**src/inc/ulm_map.svh**
```systemverilog
// register offsets, field positions, reset values and timing counts of the line-mode uart
`ifndef ULM_MAP_SVH
`define ULM_MAP_SVH

// ****************************************
// register offsets (byte addresses)
// ****************************************
`define ULM_OFF_CTRL_A      8'h00
`define ULM_OFF_CTRL_B      8'h04
`define ULM_OFF_CTRL_C      8'h08
`define ULM_OFF_BAUD        8'h0C
`define ULM_OFF_TXDATA      8'h10
`define ULM_OFF_RXDATA      8'h14
`define ULM_OFF_STATUS      8'h18
`define ULM_OFF_IRCTL       8'h1C

// ****************************************
// field positions
// ****************************************
`define ULM_A_RS485         0
`define ULM_A_LOOPBACK      3
`define ULM_A_RXS_IE        4
`define ULM_A_RXC_IE        7
`define ULM_B_SPD_LO        1
`define ULM_B_SPD_HI        2
`define ULM_B_OPEN_DRAIN    3
`define ULM_B_SOF_EN        4
`define ULM_B_TX_EN         6
`define ULM_B_RX_EN         7
`define ULM_C_STOP2         3
`define ULM_C_PAR_LO        4
`define ULM_C_PAR_HI        5
`define ULM_C_MODE_LO       6
`define ULM_C_MODE_HI       7
`define ULM_ST_TX_BUSY      0
`define ULM_ST_RX_BUSY      1
`define ULM_ST_RXS          4
`define ULM_ST_RXC          7
`define ULM_RD_PARITY_ERROR_FLAG         9
`define ULM_RD_FERR         10
`define ULM_RD_RXC          15

// ****************************************
// field values and reset values
// ****************************************
`define ULM_MODE_ASYNC      2'h0
`define ULM_MODE_IR         2'h2
`define ULM_PAR_EVEN        2'h2
`define ULM_PAR_ODD         2'h3
`define ULM_SPD_DOUBLE      2'h1
`define ULM_SPD_LIN         2'h3
`define ULM_IRTX_316        2'h0
`define ULM_IRTX_FIXED      2'h1
`define ULM_BAUD_RST        16'h001A
`define ULM_TXPL_RST        8'h00
`define ULM_RXPL_RST        7'h00

// ****************************************
// timing counts in baud ticks
// ****************************************
`define ULM_OVS_NORMAL      5'h10
`define ULM_OVS_DOUBLE      5'h08
`define ULM_IR_316_TICKS    5'h03

`endif

```
**src/inc/ulm_pkg.sv**
```systemverilog
// types of the line-mode uart: bus carriers, state machines and the state record
package ulm_pkg;

    typedef struct packed {
        logic        psel;
        logic        penable;
        logic        pwrite;
        logic [7:0]  paddr;
        logic [31:0] pwdata;
    } ulm_apb_req_t;

    typedef struct packed {
        logic        pready;
        logic        pslverr;
        logic [31:0] prdata;
    } ulm_apb_rsp_t;

    typedef enum logic [5:0] {
        TX_IDLE  = 6'h01,
        TX_GUARD = 6'h02,
        TX_START = 6'h04,
        TX_DATA  = 6'h08,
        TX_PAR   = 6'h10,
        TX_STOP  = 6'h20
    } ulm_tx_st_t;

    typedef enum logic [4:0] {
        RX_IDLE  = 5'h01,
        RX_START = 5'h02,
        RX_DATA  = 5'h04,
        RX_PAR   = 5'h08,
        RX_STOP  = 5'h10
    } ulm_rx_st_t;

    typedef enum logic [2:0] {
        LIN_WAIT = 3'h1,
        LIN_SYNC = 3'h2,
        LIN_PID  = 3'h4
    } ulm_lin_st_t;

    typedef struct packed {
        logic [2:0]   sync1;
        logic [2:0]   sync2;
        logic [7:0]   ctrl_a;
        logic [7:0]   ctrl_b;
        logic [7:0]   ctrl_c;
        logic [15:0]  baud;
        logic [15:0]  baud_cnt;
        logic [7:0]   txpl;
        logic [6:0]   rxpl;
        logic [1:0]   irtx_mode;
        logic         ir_evsel;
        ulm_tx_st_t   tx_st;
        logic [4:0]   tx_sub;
        logic [2:0]   tx_bitn;
        logic         tx_stopn;
        logic [7:0]   tx_shift;
        logic         tx_par;
        logic [7:0]   tx_pw;
        ulm_rx_st_t   rx_st;
        logic [4:0]   rx_sub;
        logic [2:0]   rx_bitn;
        logic [7:0]   rx_shift;
        logic         rx_parbit;
        logic         rx_prev;
        logic [7:0]   rx_data;
        logic         parity_error_flag;
        logic         ferr;
        logic         rxc;
        logic         rxs;
        ulm_lin_st_t  lin_st;
        logic [6:0]   ir_cnt;
        logic [4:0]   ir_low;
        logic         sof_woke;
        logic         osc_hold;
        logic         clk_wake;
        logic         txd;
        logic         txd_oe_n;
        logic         line_driver_direction;
        logic         irq;
        logic         osc_req;
        logic         clk_req;
        ulm_apb_rsp_t rsp;
    } ulm_state_t;

endpackage

```
**src/rtl/ulm_core.sv**
```systemverilog
// line-mode uart: one-wire, rs-485 direction, infrared, parity, start-of-frame wake
`timescale 1ns/10ps
`include "ulm_map.svh"

module ulm_core (
    // clock and reset
    input  wire logic                  pclk,
    input  wire logic                  presetn,
    // register bus
    input  wire ulm_pkg::ulm_apb_req_t apb_req,
    output ulm_pkg::ulm_apb_rsp_t      apb_rsp,
    // serial pins
    input  wire logic                  rxd_i,
    input  wire logic                  txd_i,
    output logic                       txd_o,
    output logic                       txd_oe_n,
    output logic                       line_driver_direction_o,
    input  wire logic                  ir_event_i,
    // power and interrupt
    input  wire logic                  standby_i,
    input  wire logic                  other_wake_i,
    output logic                       osc_req_o,
    output logic                       clk_req_o,
    output logic                       irq_o
);
    import ulm_pkg::*;

    ulm_state_t q;
    ulm_state_t d;

    function automatic logic addr_hit(input logic [7:0] a);
        addr_hit = (a[1:0] == 2'h0) && (a <= `ULM_OFF_IRCTL);
    endfunction

    // even gives one when the count of ones is odd
    function automatic logic par_of(input logic [7:0] v, input logic odd);
        par_of = (^v) ^ odd;
    endfunction

    logic        tick;
    logic        rs485;
    logic        loopback;
    logic        od;
    logic        ir_mode;
    logic        par_en;
    logic        par_odd;
    logic        lin_mode;
    logic [4:0]  ovs;
    logic [4:0]  half;
    logic        tx_end;
    logic        rx_tick_end;
    logic        tx_bit;
    logic        ir_pulse;
    logic        line_bit;
    logic        pin_raw;
    logic        ir_in;
    logic        rx_line;
    logic        rx_fall;
    logic        sof_arm;
    logic        acc;
    logic        done;
    logic        wr;
    logic        pid_ok;
    logic        frame_parity_error_flag;
    logic [31:0] rdata;

    always_comb begin
        d = q;
        tick     = (q.baud_cnt == 16'h0000);
        rs485    = q.ctrl_a[`ULM_A_RS485];
        loopback = q.ctrl_a[`ULM_A_LOOPBACK];
        od       = q.ctrl_b[`ULM_B_OPEN_DRAIN];
        ir_mode  = (q.ctrl_c[`ULM_C_MODE_HI:`ULM_C_MODE_LO] == `ULM_MODE_IR);
        par_en   = q.ctrl_c[`ULM_C_PAR_HI];
        par_odd  = q.ctrl_c[`ULM_C_PAR_LO];
        lin_mode = (q.ctrl_b[`ULM_B_SPD_HI:`ULM_B_SPD_LO] == `ULM_SPD_LIN);
        ovs = (q.ctrl_b[`ULM_B_SPD_HI:`ULM_B_SPD_LO] == `ULM_SPD_DOUBLE) ?
              `ULM_OVS_DOUBLE : `ULM_OVS_NORMAL;
        half = ovs >> 1;
        tx_end      = tick && (q.tx_sub == ovs - 5'h01);
        rx_tick_end = tick && (q.rx_sub == ovs - 5'h01);

        // ****************************************
        // pin synchronisers and baud tick
        // ****************************************
        d.sync1    = {ir_event_i, txd_i, rxd_i};
        d.sync2    = q.sync1;
        d.baud_cnt = tick ? q.baud : q.baud_cnt - 16'h0001;

        // ****************************************
        // register bus
        // ****************************************
        acc  = apb_req.psel && apb_req.penable;
        done = acc && q.rsp.pready;
        wr   = done && apb_req.pwrite && addr_hit(apb_req.paddr);
        case (apb_req.paddr)
            `ULM_OFF_CTRL_A: rdata = {24'h000000, q.ctrl_a};
            `ULM_OFF_CTRL_B: rdata = {24'h000000, q.ctrl_b};
            `ULM_OFF_CTRL_C: rdata = {24'h000000, q.ctrl_c};
            `ULM_OFF_BAUD:   rdata = {16'h0000, q.baud};
            `ULM_OFF_RXDATA: rdata = {16'h0000, q.rxc, 4'h0, q.ferr, q.parity_error_flag, 1'b0, q.rx_data};
            `ULM_OFF_STATUS: rdata = {24'h000000, q.rxc, 2'h0, q.rxs, 2'h0,
                                      q.rx_st != RX_IDLE, q.tx_st != TX_IDLE};
            `ULM_OFF_IRCTL:  rdata = {7'h00, q.ir_evsel, 6'h00, q.irtx_mode,
                                      1'b0, q.rxpl, q.txpl};
            default:         rdata = 32'h00000000;
        endcase
        d.rsp.pready  = acc && !q.rsp.pready;
        d.rsp.pslverr = acc && !q.rsp.pready && !addr_hit(apb_req.paddr);
        if (acc && !q.rsp.pready) begin
            d.rsp.prdata = rdata;
        end
        if (wr) begin
            case (apb_req.paddr)
                `ULM_OFF_CTRL_A: d.ctrl_a = apb_req.pwdata[7:0];
                `ULM_OFF_CTRL_B: d.ctrl_b = apb_req.pwdata[7:0];
                `ULM_OFF_CTRL_C: d.ctrl_c = apb_req.pwdata[7:0];
                `ULM_OFF_BAUD:   d.baud = apb_req.pwdata[15:0];
                `ULM_OFF_IRCTL: begin
                    d.txpl      = apb_req.pwdata[7:0];
                    d.rxpl      = apb_req.pwdata[14:8];
                    d.irtx_mode = apb_req.pwdata[17:16];
                    d.ir_evsel  = apb_req.pwdata[24];
                end
                `ULM_OFF_STATUS: begin
                    if (apb_req.pwdata[`ULM_ST_RXS]) begin
                        d.rxs = 1'b0;
                    end
                end
                default: ;
            endcase
        end
        // reading received data consumes it; a new frame below still wins
        if (done && !apb_req.pwrite && apb_req.paddr == `ULM_OFF_RXDATA) begin
            d.rxc = 1'b0;
        end

        // ****************************************
        // transmitter
        // ****************************************
        if (q.tx_st != TX_IDLE && tick) begin
            d.tx_sub = tx_end ? 5'h00 : q.tx_sub + 5'h01;
        end
        d.tx_pw = (tx_end || q.tx_pw == 8'hFF) ? q.tx_pw : q.tx_pw + 8'h01;
        if (tx_end) begin
            d.tx_pw = 8'h00;
        end
        case (q.tx_st)
            TX_IDLE: begin
                if (wr && apb_req.paddr == `ULM_OFF_TXDATA && q.ctrl_b[`ULM_B_TX_EN]) begin
                    d.tx_shift = apb_req.pwdata[7:0];
                    d.tx_par   = par_of(apb_req.pwdata[7:0], par_odd);
                    d.tx_sub   = 5'h00;
                    d.tx_pw    = 8'h00;
                    d.tx_st    = rs485 ? TX_GUARD : TX_START;
                end
            end
            TX_GUARD: begin
                if (tx_end) begin
                    d.tx_st = TX_START;
                end
            end
            TX_START: begin
                if (tx_end) begin
                    d.tx_bitn = 3'h0;
                    d.tx_st   = TX_DATA;
                end
            end
            TX_DATA: begin
                if (tx_end) begin
                    d.tx_shift = {1'b1, q.tx_shift[7:1]};
                    d.tx_bitn  = q.tx_bitn + 3'h1;
                    d.tx_stopn = 1'b0;
                    if (q.tx_bitn == 3'h7) begin
                        d.tx_st = par_en ? TX_PAR : TX_STOP;
                    end
                end
            end
            TX_PAR: begin
                if (tx_end) begin
                    d.tx_st = TX_STOP;
                end
            end
            TX_STOP: begin
                if (tx_end) begin
                    d.tx_stopn = 1'b1;
                    if (!q.ctrl_c[`ULM_C_STOP2] || q.tx_stopn) begin
                        d.tx_st = TX_IDLE;
                    end
                end
            end
            default: d.tx_st = TX_IDLE;
        endcase
        case (q.tx_st)
            TX_START: tx_bit = 1'b0;
            TX_DATA:  tx_bit = q.tx_shift[0];
            TX_PAR:   tx_bit = q.tx_par;
            default:  tx_bit = 1'b1;
        endcase
        // infrared pulse stands for a zero bit
        case (q.irtx_mode)
            `ULM_IRTX_316:   ir_pulse = !tx_bit && q.tx_sub < `ULM_IR_316_TICKS;
            `ULM_IRTX_FIXED: ir_pulse = !tx_bit && q.tx_pw < q.txpl;
            default:         ir_pulse = !tx_bit;
        endcase
        line_bit = ir_mode ? !ir_pulse : tx_bit;
        // open drain: drive only low, release otherwise, no direction bit needed
        d.txd      = od ? 1'b0 : line_bit;
        d.txd_oe_n = od ? line_bit : !q.ctrl_b[`ULM_B_TX_EN];
        // direction covers guard bit through final stop, loopback untouched
        d.line_driver_direction = rs485 && (q.tx_st != TX_IDLE);

        // ****************************************
        // receive source and infrared decoder
        // ****************************************
        // loopback listens on the tx pin itself, so it hears its own frames
        pin_raw = loopback ? q.sync2[1] : q.sync2[0];
        ir_in   = q.ir_evsel ? q.sync2[2] : !pin_raw;
        d.ir_cnt = ir_in ? ((q.ir_cnt == 7'h7F) ? q.ir_cnt : q.ir_cnt + 7'h01) : 7'h00;
        if (tick && q.ir_low != 5'h00) begin
            d.ir_low = q.ir_low - 5'h01;
        end
        // only a pulse reaching the minimum width yields a zero bit
        if (ir_in && q.ir_cnt == q.rxpl) begin
            d.ir_low = ovs;
        end
        rx_line   = ir_mode ? (q.ir_low == 5'h00) : pin_raw;
        d.rx_prev = rx_line;
        rx_fall   = q.rx_prev && !rx_line;

        // ****************************************
        // receiver
        // ****************************************
        sof_arm = standby_i && q.ctrl_b[`ULM_B_SOF_EN] &&
                  (q.ctrl_c[`ULM_C_MODE_HI:`ULM_C_MODE_LO] == `ULM_MODE_ASYNC);
        pid_ok = (q.rx_shift[6] == (q.rx_shift[0] ^ q.rx_shift[1] ^ q.rx_shift[2] ^
                  q.rx_shift[4])) &&
                 (q.rx_shift[7] == !(q.rx_shift[1] ^ q.rx_shift[3] ^ q.rx_shift[4] ^
                  q.rx_shift[5]));
        frame_parity_error_flag = lin_mode ? (q.lin_st == LIN_PID && !pid_ok) :
                     (par_en && q.rx_parbit != par_of(q.rx_shift, par_odd));
        if (q.rx_st != RX_IDLE && tick) begin
            d.rx_sub = q.rx_sub + 5'h01;
        end
        case (q.rx_st)
            RX_IDLE: begin
                if (rx_fall && q.ctrl_b[`ULM_B_RX_EN]) begin
                    d.rx_sub = 5'h00;
                    d.rx_st  = RX_START;
                    if (sof_arm) begin
                        d.rxs      = 1'b1;
                        d.sof_woke = 1'b1;
                        d.osc_hold = 1'b1;
                        if (q.ctrl_a[`ULM_A_RXS_IE]) begin
                            d.clk_wake = 1'b1;
                        end
                    end
                end
            end
            RX_START: begin
                if (tick && q.rx_sub == half - 5'h01) begin
                    d.rx_sub = 5'h00;
                    if (rx_line) begin
                        // glitch: give the oscillator back unless something else woke us
                        d.rx_st = RX_IDLE;
                        if (!other_wake_i) begin
                            d.osc_hold = 1'b0;
                            d.clk_wake = 1'b0;
                        end
                        d.sof_woke = 1'b0;
                    end else begin
                        d.rx_bitn = 3'h0;
                        d.rx_st   = RX_DATA;
                    end
                end
            end
            RX_DATA: begin
                if (rx_tick_end) begin
                    d.rx_sub   = 5'h00;
                    d.rx_shift = {rx_line, q.rx_shift[7:1]};
                    d.rx_bitn  = q.rx_bitn + 3'h1;
                    if (q.rx_bitn == 3'h7) begin
                        d.rx_st = par_en ? RX_PAR : RX_STOP;
                    end
                end
            end
            RX_PAR: begin
                if (rx_tick_end) begin
                    d.rx_sub    = 5'h00;
                    d.rx_parbit = rx_line;
                    d.rx_st     = RX_STOP;
                end
            end
            RX_STOP: begin
                if (rx_tick_end) begin
                    d.rx_sub  = 5'h00;
                    d.rx_st   = RX_IDLE;
                    d.rx_data = q.rx_shift;
                    d.ferr    = !rx_line;
                    d.parity_error_flag    = frame_parity_error_flag;
                    d.rxc     = 1'b1;
                    if (q.rx_shift == 8'h00 && !rx_line) begin
                        d.lin_st = LIN_SYNC;
                    end else if (q.lin_st == LIN_SYNC) begin
                        d.lin_st = LIN_PID;
                    end else begin
                        d.lin_st = LIN_WAIT;
                    end
                    if (q.sof_woke) begin
                        d.sof_woke = 1'b0;
                        d.osc_hold = 1'b0;
                        if (q.ctrl_a[`ULM_A_RXC_IE]) begin
                            d.clk_wake = 1'b1;
                        end
                    end
                end
            end
            default: d.rx_st = RX_IDLE;
        endcase
        if (!standby_i) begin
            d.osc_hold = 1'b0;
            d.clk_wake = 1'b0;
        end

        // ****************************************
        // power requests and shared interrupt
        // ****************************************
        // busy logic holds the oscillator even when sleep is requested
        d.osc_req = !standby_i || q.osc_hold || q.rx_st != RX_IDLE ||
                    q.tx_st != TX_IDLE;
        d.clk_req = !standby_i || q.clk_wake;
        d.irq = (q.rxs && q.ctrl_a[`ULM_A_RXS_IE]) ||
                (q.rxc && q.ctrl_a[`ULM_A_RXC_IE]);
    end

    always_ff @(posedge pclk or negedge presetn) begin
        if (!presetn) begin
            q          <= '0;
            q.sync1    <= 3'h3;
            q.sync2    <= 3'h3;
            q.baud     <= `ULM_BAUD_RST;
            q.txpl     <= `ULM_TXPL_RST;
            q.rxpl     <= `ULM_RXPL_RST;
            q.tx_st    <= TX_IDLE;
            q.rx_st    <= RX_IDLE;
            q.lin_st   <= LIN_WAIT;
            q.rx_prev  <= 1'b1;
            q.txd      <= 1'b1;
            q.txd_oe_n <= 1'b1;
            q.osc_req  <= 1'b1;
            q.clk_req  <= 1'b1;
        end else begin
            q <= d;
        end
    end

    assign apb_rsp   = q.rsp;
    assign txd_o     = q.txd;
    assign txd_oe_n  = q.txd_oe_n;
    assign line_driver_direction_o    = q.line_driver_direction;
    assign osc_req_o = q.osc_req;
    assign clk_req_o = q.clk_req;
    assign irq_o     = q.irq;

endmodule

```
**config.mk**
```make
export PLATFORM = sky130hd
export DESIGN_NAME = ulm_core
export DESIGN_NICKNAME = d
export VERILOG_FILES = /design/src/inc/ulm_pkg.sv /design/src/rtl/ulm_core.sv
export VERILOG_INCLUDE_DIRS = /design/src /design/src/inc
export SDC_FILE = /design/constraint.sdc
export NUM_CORES = 1
export LEC_CHECK = 0
export BUFFER_PORTS_ARGS = -buffer_cell sky130_fd_sc_hd__buf_2
export CAP_MARGIN = 10
export CORE_MARGIN = 3
export CORE_UTILIZATION = 55
export DETAILED_ROUTE_END_ITERATION = 6
export PLACE_DENSITY = 0.75
export SLEW_MARGIN = 20
export SYNTH_ARGS = -nofsm -noshare
export SYNTH_HDL_FRONTEND = slang
export SYNTH_SLANG_ARGS = --single-unit
```
**constraint.sdc**
```tcl
create_clock -name pclk -period 3.7 [get_ports pclk]
set_input_delay 0.37 -clock pclk [delete_from_list [all_inputs] [get_ports pclk]]
set_output_delay 0.37 -clock pclk [all_outputs]
set_load 0.03 [all_outputs]
```
After elaboration in Yosys (flattened, before gate mapping)
Index checks and enable logic that the tools add are counted.
{"block": "totals", "register_bits": 205, "in_bits": 50, "output_inout_bits": 40, "wordCells": 289}
{"block": "op_classes", "addsub": 10, "n_lt_le_gt_ge": 3, "eq_ne": 65, "muxes": 75, "bitwise": 8, "reduce_logical": 84}
{"op": "case mux 25 bit (7 select lines)", "n": 1}
{"op": "case mux 5 bit (5 select lines)", "n": 2}
{"op": "2-to-1 mux 6 bit", "n": 8}
{"op": "2-to-1 mux 5 bit", "n": 9}
{"op": "!= test 2 bit, second input constant", "n": 18}
{"op": "case mux 6 bit (6 select lines)", "n": 1}
{"op": "2-to-1 mux 3 bit", "n": 11}
{"op": "equality test 8 x 5 -> 1 bit, second input constant", "n": 4}
{"op": "logical AND 1 bit", "n": 31}
{"op": "2-to-1 mux 10 bit", "n": 3}
{"op": "!= test 3 bit, second input constant", "n": 9}
{"op": "2-to-1 mux 8 bit", "n": 3}
{"op": "2-to-1 mux 21 bit", "n": 1}
{"op": "2-to-1 mux 1 bit", "n": 19}
{"op": "AND reduction 2 bit", "n": 9}
{"op": "2-to-1 mux 17 bit", "n": 1}
{"op": "equality test 8 x 4 -> 1 bit, second input constant", "n": 2}
{"op": "zero test 16 bit", "n": 1}
{"op": "zero test 8 bit", "n": 2}
{"op": "2-to-1 mux 16 bit", "n": 1}
{"op": "case mux 8 bit (2 select lines)", "n": 1}
{"op": "AND reduction 8 bit", "n": 2}
{"op": "parity 8 bit", "n": 2}
{"op": "subtractor 16 x 1 -> 16 bit, second input constant", "n": 1}
{"op": "55 further kinds", "n": 103}

Longest topological paths before layout
{"block": "logic_depth", "depth_word": 10, "mapped_depth": 12}

Worst setup path after synthesis
Ideal clock, no wire load.
{"block": "synth_timing", "path_type": "flip-flop to flip-flop", "start": "register q[143] (netlist name)", "end": "register q[91] (netlist name)", "arrival_ps": 3115, "required_ps": 3622, "slack_ps": 507, "stages_incl_launch_ff": 11, "synth_period_minus_slack_ps": 3193, "path_cell_list": "dfrtp_1 inv_1 ha_1 or4b_1 or4_1 buf_2 or4_4 a211oi_2 nand2_1 or4_1 a21oi_1"}
{"block": "synth_via", "elab_chain_cells": 4, "elab_cells_between_ends": 8, "cone_classes": "eq/ne (4); reduce/logical (4)"}
{"item": "start: declaration", "line": "ulm_core.sv:28", "source": "ulm_state_t q;"}
{"item": "zero test 16 bit (*)", "line": "ulm_core.sv:69", "source": "tick = (q.baud_cnt == 16'h0000);"}
{"item": "logical AND 1 bit (on tied branches)", "line": "ulm_core.sv:261, ulm_core.sv:81"}
{"item": "!= test 2 bit (no source line)"}
{"item": "AND reduction 6 bit (no source line) (*)"}
Mark *: on every way between the ends. The rest lies on a longest branch, timed or not.
A chain may end at the register's enable or synchronous reset.

Worst setup path after layout
{"block": "layout_timing", "start": "register q[143] (netlist name)", "end": "register q[40] (netlist name)"}
{"block": "layout_via", "elab_chain_cells": 4, "elab_cells_between_ends": 6, "cone_classes": "eq/ne (2); reduce/logical (4)"}
{"item": "zero test 16 bit (*)", "line": "ulm_core.sv:69"}
{"item": "logical AND 1 bit (on tied branches)", "line": "ulm_core.sv:261, ulm_core.sv:81"}
{"item": "!= test 3 bit (no source line)"}
{"item": "AND reduction 10 bit (no source line) (*)"}
Marked as above.

==> report_table.html <==
<table>
<tr><th>Metric</th><th>Value</th></tr>
<tr><th colspan="2">Run status</th></tr>
<tr><td>Result of the run</td><td>finished clean</td></tr>
<tr><th colspan="2">Clock network</th></tr>
<tr><td>Longest Clk Path Bufs</td><td>2</td></tr>
<tr><td>Post-cts resize count</td><td>0</td></tr>
<tr><td>Clock Root Buffer</td><td>sky130_fd_sc_hd__clkbuf_16</td></tr>
<tr><td>TritonCTS clock tree</td><td>yes</td></tr>
<tr><td>Clock latency reported for the late side of the worst-skew pair</td><td>430 ps</td></tr>
<tr><td>TritonCTS sink count</td><td>between 150 and 200</td></tr>
<tr><td>Setup fix buffers added after clock tree synthesis</td><td>0</td></tr>
<tr><td>Total CTS buffers</td><td>17</td></tr>
<tr><td>Clock Pin Slew Worst Setup and Hold Paths</td><td>70 ps</td></tr>
<tr><td>Number of H-tree levels</td><td>4</td></tr>
<tr><th colspan="2">Yosys</th></tr>
<tr><td>Portion of the post-synthesis area used by sequential elements</td><td>50.0%</td></tr>
<tr><td>Adder and majority cell fraction of the synthesized area</td><td>2.85%</td></tr>
<tr><td>Cell count after synthesis</td><td>about 950</td></tr>
<tr><td>Multiplexer fraction of the synthesized cell area</td><td>9.37%</td></tr>
<tr><td>Combined area of all synthesized cells</td><td>9650 um2</td></tr>
<tr><td>XOR/XNOR Fraction of Synth Area</td><td>5.81%</td></tr>
<tr><td>Most instantiated flip-flop cell in the synthesis netlist</td><td>sky130_fd_sc_hd__dfrtp_1</td></tr>
<tr><td>Combinational family with the most area after synthesis</td><td>simple AND/OR/NAND/NOR gates</td></tr>
<tr><td>Distinct cell type count of the synthesized netlist</td><td>61</td></tr>
<tr><td>Syn Area/Cell</td><td>10.2 um2</td></tr>
<tr><td>Share of synthesized flip-flops with an asynchronous set or reset</td><td>100%</td></tr>
<tr><td>Simple-gate portion of the synthesized area</td><td>around 17%</td></tr>
<tr><td>Number of flops mapped to enable cells by yosys</td><td>0</td></tr>
<tr><td>Seq cells post-synth</td><td>~190</td></tr>
<tr><td>Compound-cell area share of the yosys netlist</td><td>10.5%</td></tr>
<tr><td>Syn. warnings</td><td>0</td></tr>
<tr><th colspan="2">Floorplanning</th></tr>
<tr><td>Height of the chip</td><td>138 um</td></tr>
<tr><td>Width of the chip</td><td>138 um</td></tr>
<tr><td>Initial Utilization</td><td>between 50% and 60%</td></tr>
<tr><td>Number of cell rows</td><td>47</td></tr>
<tr><td>IO Pins</td><td>90</td></tr>
<tr><td>Placeable Area</td><td>16,900 um2</td></tr>
<tr><td>Overall die area</td><td>19,200 um2</td></tr>
<tr><th colspan="2">STA</th></tr>
<tr><td>Setup repair after global routing missed its margin</td><td>no</td></tr>
<tr><td>Max-Slew Margin vs Limit</td><td>42.9%</td></tr>
<tr><td>Hold Fails Final Rpt</td><td>0</td></tr>
<tr><td>Final Cycle Share</td><td>92.1%</td></tr>
<tr><td>Worst hold slack</td><td>38.5 ps</td></tr>
<tr><td>Max-slew violation total from the final report</td><td>0</td></tr>
<tr><td>Sum of negative setup slack</td><td>0 ps</td></tr>
<tr><td>Measured slew at the worst slew-check pin</td><td>approximately 850 ps</td></tr>
<tr><td>Achievable Freq</td><td>293 MHz</td></tr>
<tr><td>Post-Route Skew</td><td>9.24 ps</td></tr>
<tr><td>Final worst path period need</td><td>3410 ps</td></tr>
<tr><td>Total setup violations reported at the end of the flow</td><td>0</td></tr>
<tr><th colspan="2">Pwr</th></tr>
<tr><td>Power per standard cell area</td><td>447 nW/um2</td></tr>
<tr><td>Total power</td><td>4780 uW</td></tr>
<tr><td>Static leakage</td><td>about 0.0049 uW</td></tr>
<tr><td>Worst ir drop on vdd</td><td>0.345 mV</td></tr>
<tr><th colspan="2">Layout</th></tr>
<tr><td>Footprint of the multi-input gates</td><td>4410 um2</td></tr>
<tr><td>Total area of sequential cells</td><td>a little under 5000 um2</td></tr>
<tr><td>Diodes inserted</td><td>0</td></tr>
<tr><td>Syn-to-layout area delta</td><td>10.8%</td></tr>
<tr><td>Largest register FFs</td><td>158</td></tr>
<tr><td>Layout cells sized above 1</td><td>20.1%</td></tr>
<tr><td>Count of filler cells inserted in the layout</td><td>1,343</td></tr>
<tr><td>Commonest non-fill, non-tap cells in the layout</td><td>177 x sky130_fd_sc_hd__dfrtp_1, 100 x sky130_fd_sc_hd__nand2_1, 95 x sky130_fd_sc_hd__nor2_1</td></tr>
<tr><td>Final-stage net count</td><td>1,063</td></tr>
<tr><td>Reg with most FFs</td><td>q</td></tr>
<tr><td>Most common cell after layout, fill and taps aside</td><td>sky130_fd_sc_hd__dfrtp_1</td></tr>
<tr><th colspan="2">Global routing</th></tr>
<tr><td>Total overflow reported by the global router</td><td>0</td></tr>
<tr><td>Via count of the first global-routing pass</td><td>7,059</td></tr>
<tr><td>GRT Util Overall</td><td>24.7%</td></tr>
<tr><td>Number of antenna violations at the first check in global routing</td><td>0</td></tr>
<tr><td>Global-route wire length before repair</td><td>37.9 mm</td></tr>
<tr><td>Met2 usage</td><td>40.9%</td></tr>
<tr><td>Met1 GRT Util</td><td>33.2%</td></tr>
<tr><td>Met3 global-route usage</td><td>a little under 5%</td></tr>
<tr><td>Maximum number of pins on one net before global-route repair</td><td>80</td></tr>
<tr><td>Gr busiest metal</td><td>met2</td></tr>
<tr><th colspan="2">Worst setup path</th></tr>
<tr><td>Maximum net fanout on the critical path</td><td>4</td></tr>
<tr><td>Type of the setup path with the least slack</td><td>reg -&gt; reg</td></tr>
<tr><td>Critical path data arrival time</td><td>3760 ps</td></tr>
<tr><td>Required time of the worst setup path</td><td>4060 ps</td></tr>
<tr><td>Register-to-Register Path Depth</td><td>9</td></tr>
<tr><td>Type of element launching the critical path</td><td>flop</td></tr>
<tr><td>Endpoint class of the critical path</td><td>flop</td></tr>
<tr><th colspan="2">Placed design</th></tr>
<tr><td>Quantity of I/O buffers inserted on ports</td><td>63</td></tr>
<tr><td>Placed wire-length estimate</td><td>16.5 mm</td></tr>
<tr><td>Weighted congestion at the end of routability-driven global placement</td><td>0.908</td></tr>
<tr><th colspan="2">Route</th></tr>
<tr><td>Routed len/inst</td><td>19.0 um</td></tr>
<tr><td>Antenna viol nets, final</td><td>0</td></tr>
<tr><td>Detailed-route DRC error count</td><td>0</td></tr>
<tr><td>Routed via count</td><td>7,177</td></tr>
<tr><td>Initial detailed-routing violation count</td><td>~580</td></tr>
<tr><td>Drt first pass iters</td><td>5</td></tr>
<tr><td>Per-cell via count in the routed design</td><td>just under 6</td></tr>
<tr><td>Total wire length after detailed routing</td><td>23.3 mm</td></tr>
<tr><th colspan="2">Run</th></tr>
<tr><td>Max Cap Viol</td><td>0</td></tr>
<tr><th colspan="2">Min path</th></tr>
<tr><td>Worst hold path class</td><td>in -&gt; reg</td></tr>
<tr><td>WHS Path Cells</td><td>1</td></tr>
</table>
[synthesized netlist by cell type, drive strengths merged, types with 9 or more instances]
master / count / share of area (%)
nand3: 23 / 1.2
dfstp: 15 / 4.1
xnor2: 44 / 4.0
a21oi: 42 / 2.2
nor3: 17 / 0.88
nand2b: 9 / 0.58
a22oi: 10 / 0.78
and3: 14 / 0.91
mux2: 65 / 7.6
clkbuf: 33 / 1.3
dfrtp: 177 / 46
inv: 24 / 0.93
nor2: 95 / 3.7
o21ai: 63 / 3.3
buf: 36 / 2.7
mux2i: 15 / 1.6
nand2: 100 / 3.9
xor2: 20 / 1.8
nand4: 13 / 0.84
ha: 22 / 2.9
[final timing paths]
path                       startpoint     end  slack, ps
setup / recovery               q[143]   q[40]        290
hold / removal                  txd_i  d[200]         40
setup reg to reg               q[143]   q[40]        290
hold reg to reg                d[201]  q[201]        350
max in group asynchronous     presetn   q[88]       2320
min in group asynchronous     presetn   q[52]        520
[repair_timing]
| item | 4_1_cts | 5_1_grt |
|---|---|---|
| endpoints found under the setup margin | 0 | 0 |
| hold buffers | 1 | 0 |
| hold endpoints to repair | 62 | 0 |
[power by group]
part / internal (uW) / total, uW / switching [uW]
clock network: 1190 / 1970 / 780
registers: 2210 / 2320 / 106
logic: 197 / 500 / 304
[worst max-delay path: stages (launching register included)]
cell and delay (ps):
sky130_fd_sc_hd__dfrtp_1 400, sky130_fd_sc_hd__inv_1 70, sky130_fd_sc_hd__ha_1 180, sky130_fd_sc_hd__or4b_1 460
sky130_fd_sc_hd__or4_1 610, sky130_fd_sc_hd__or4_4 590, sky130_fd_sc_hd__a211oi_2 330, sky130_fd_sc_hd__o211ai_1 170
sky130_fd_sc_hd__a211oi_1 310, sky130_fd_sc_hd__mux2i_1 220
[layer usage]
| layer | vias up | share of wire [%] |
|---|---|---|
| met5 | - | 0 |
| met4 | 0 | 2.3 |
| met3 | 37 | 5.7 |
| met2 | 259 | 49 |
| met1 | 3523 | 44 |
| li1 | 3358 | - |
[through the flow]
step	cells	instance area (um2)	utilization, %	worst slack (ps)
floorplan	961	9700	-	507
global placement	1191	10100	59.6	347
detailed placement	1191	10100	59.6	318
CTS	1224	10700	63.4	285
global route	1224	10700	63.4	20.3
finish	1224	10700	63.4	291
[kinds of logic (layout without fill, tap and decap cells)]
logic type / Yosys count / in the layout
DFF: 192 / 192
xor gates and xnor gates: 64 / 64
and+or+nand+nor: 330 / 330
buffers and inverters: 93 / 136
adders and majority gates: 22 / 22
muxes: 81 / 81
AOI/OAI and AO/OA: 166 / 166
other: 1 / 13
[final cells by class]
| cell class | count | area share [%] |
|---|---|---|
| flip-flops and latches | 192 | 45.1 |
| repair buffers | 80 | 4.36 |
| clock inverters | 10 | 1.49 |
| clock buffers | 22 | 4.43 |
| inverters | 24 | 0.842 |
| well taps | 220 | 2.57 |
| multi-input cells | 676 | 41.2 |
Power figures use the tool's default switching activity.
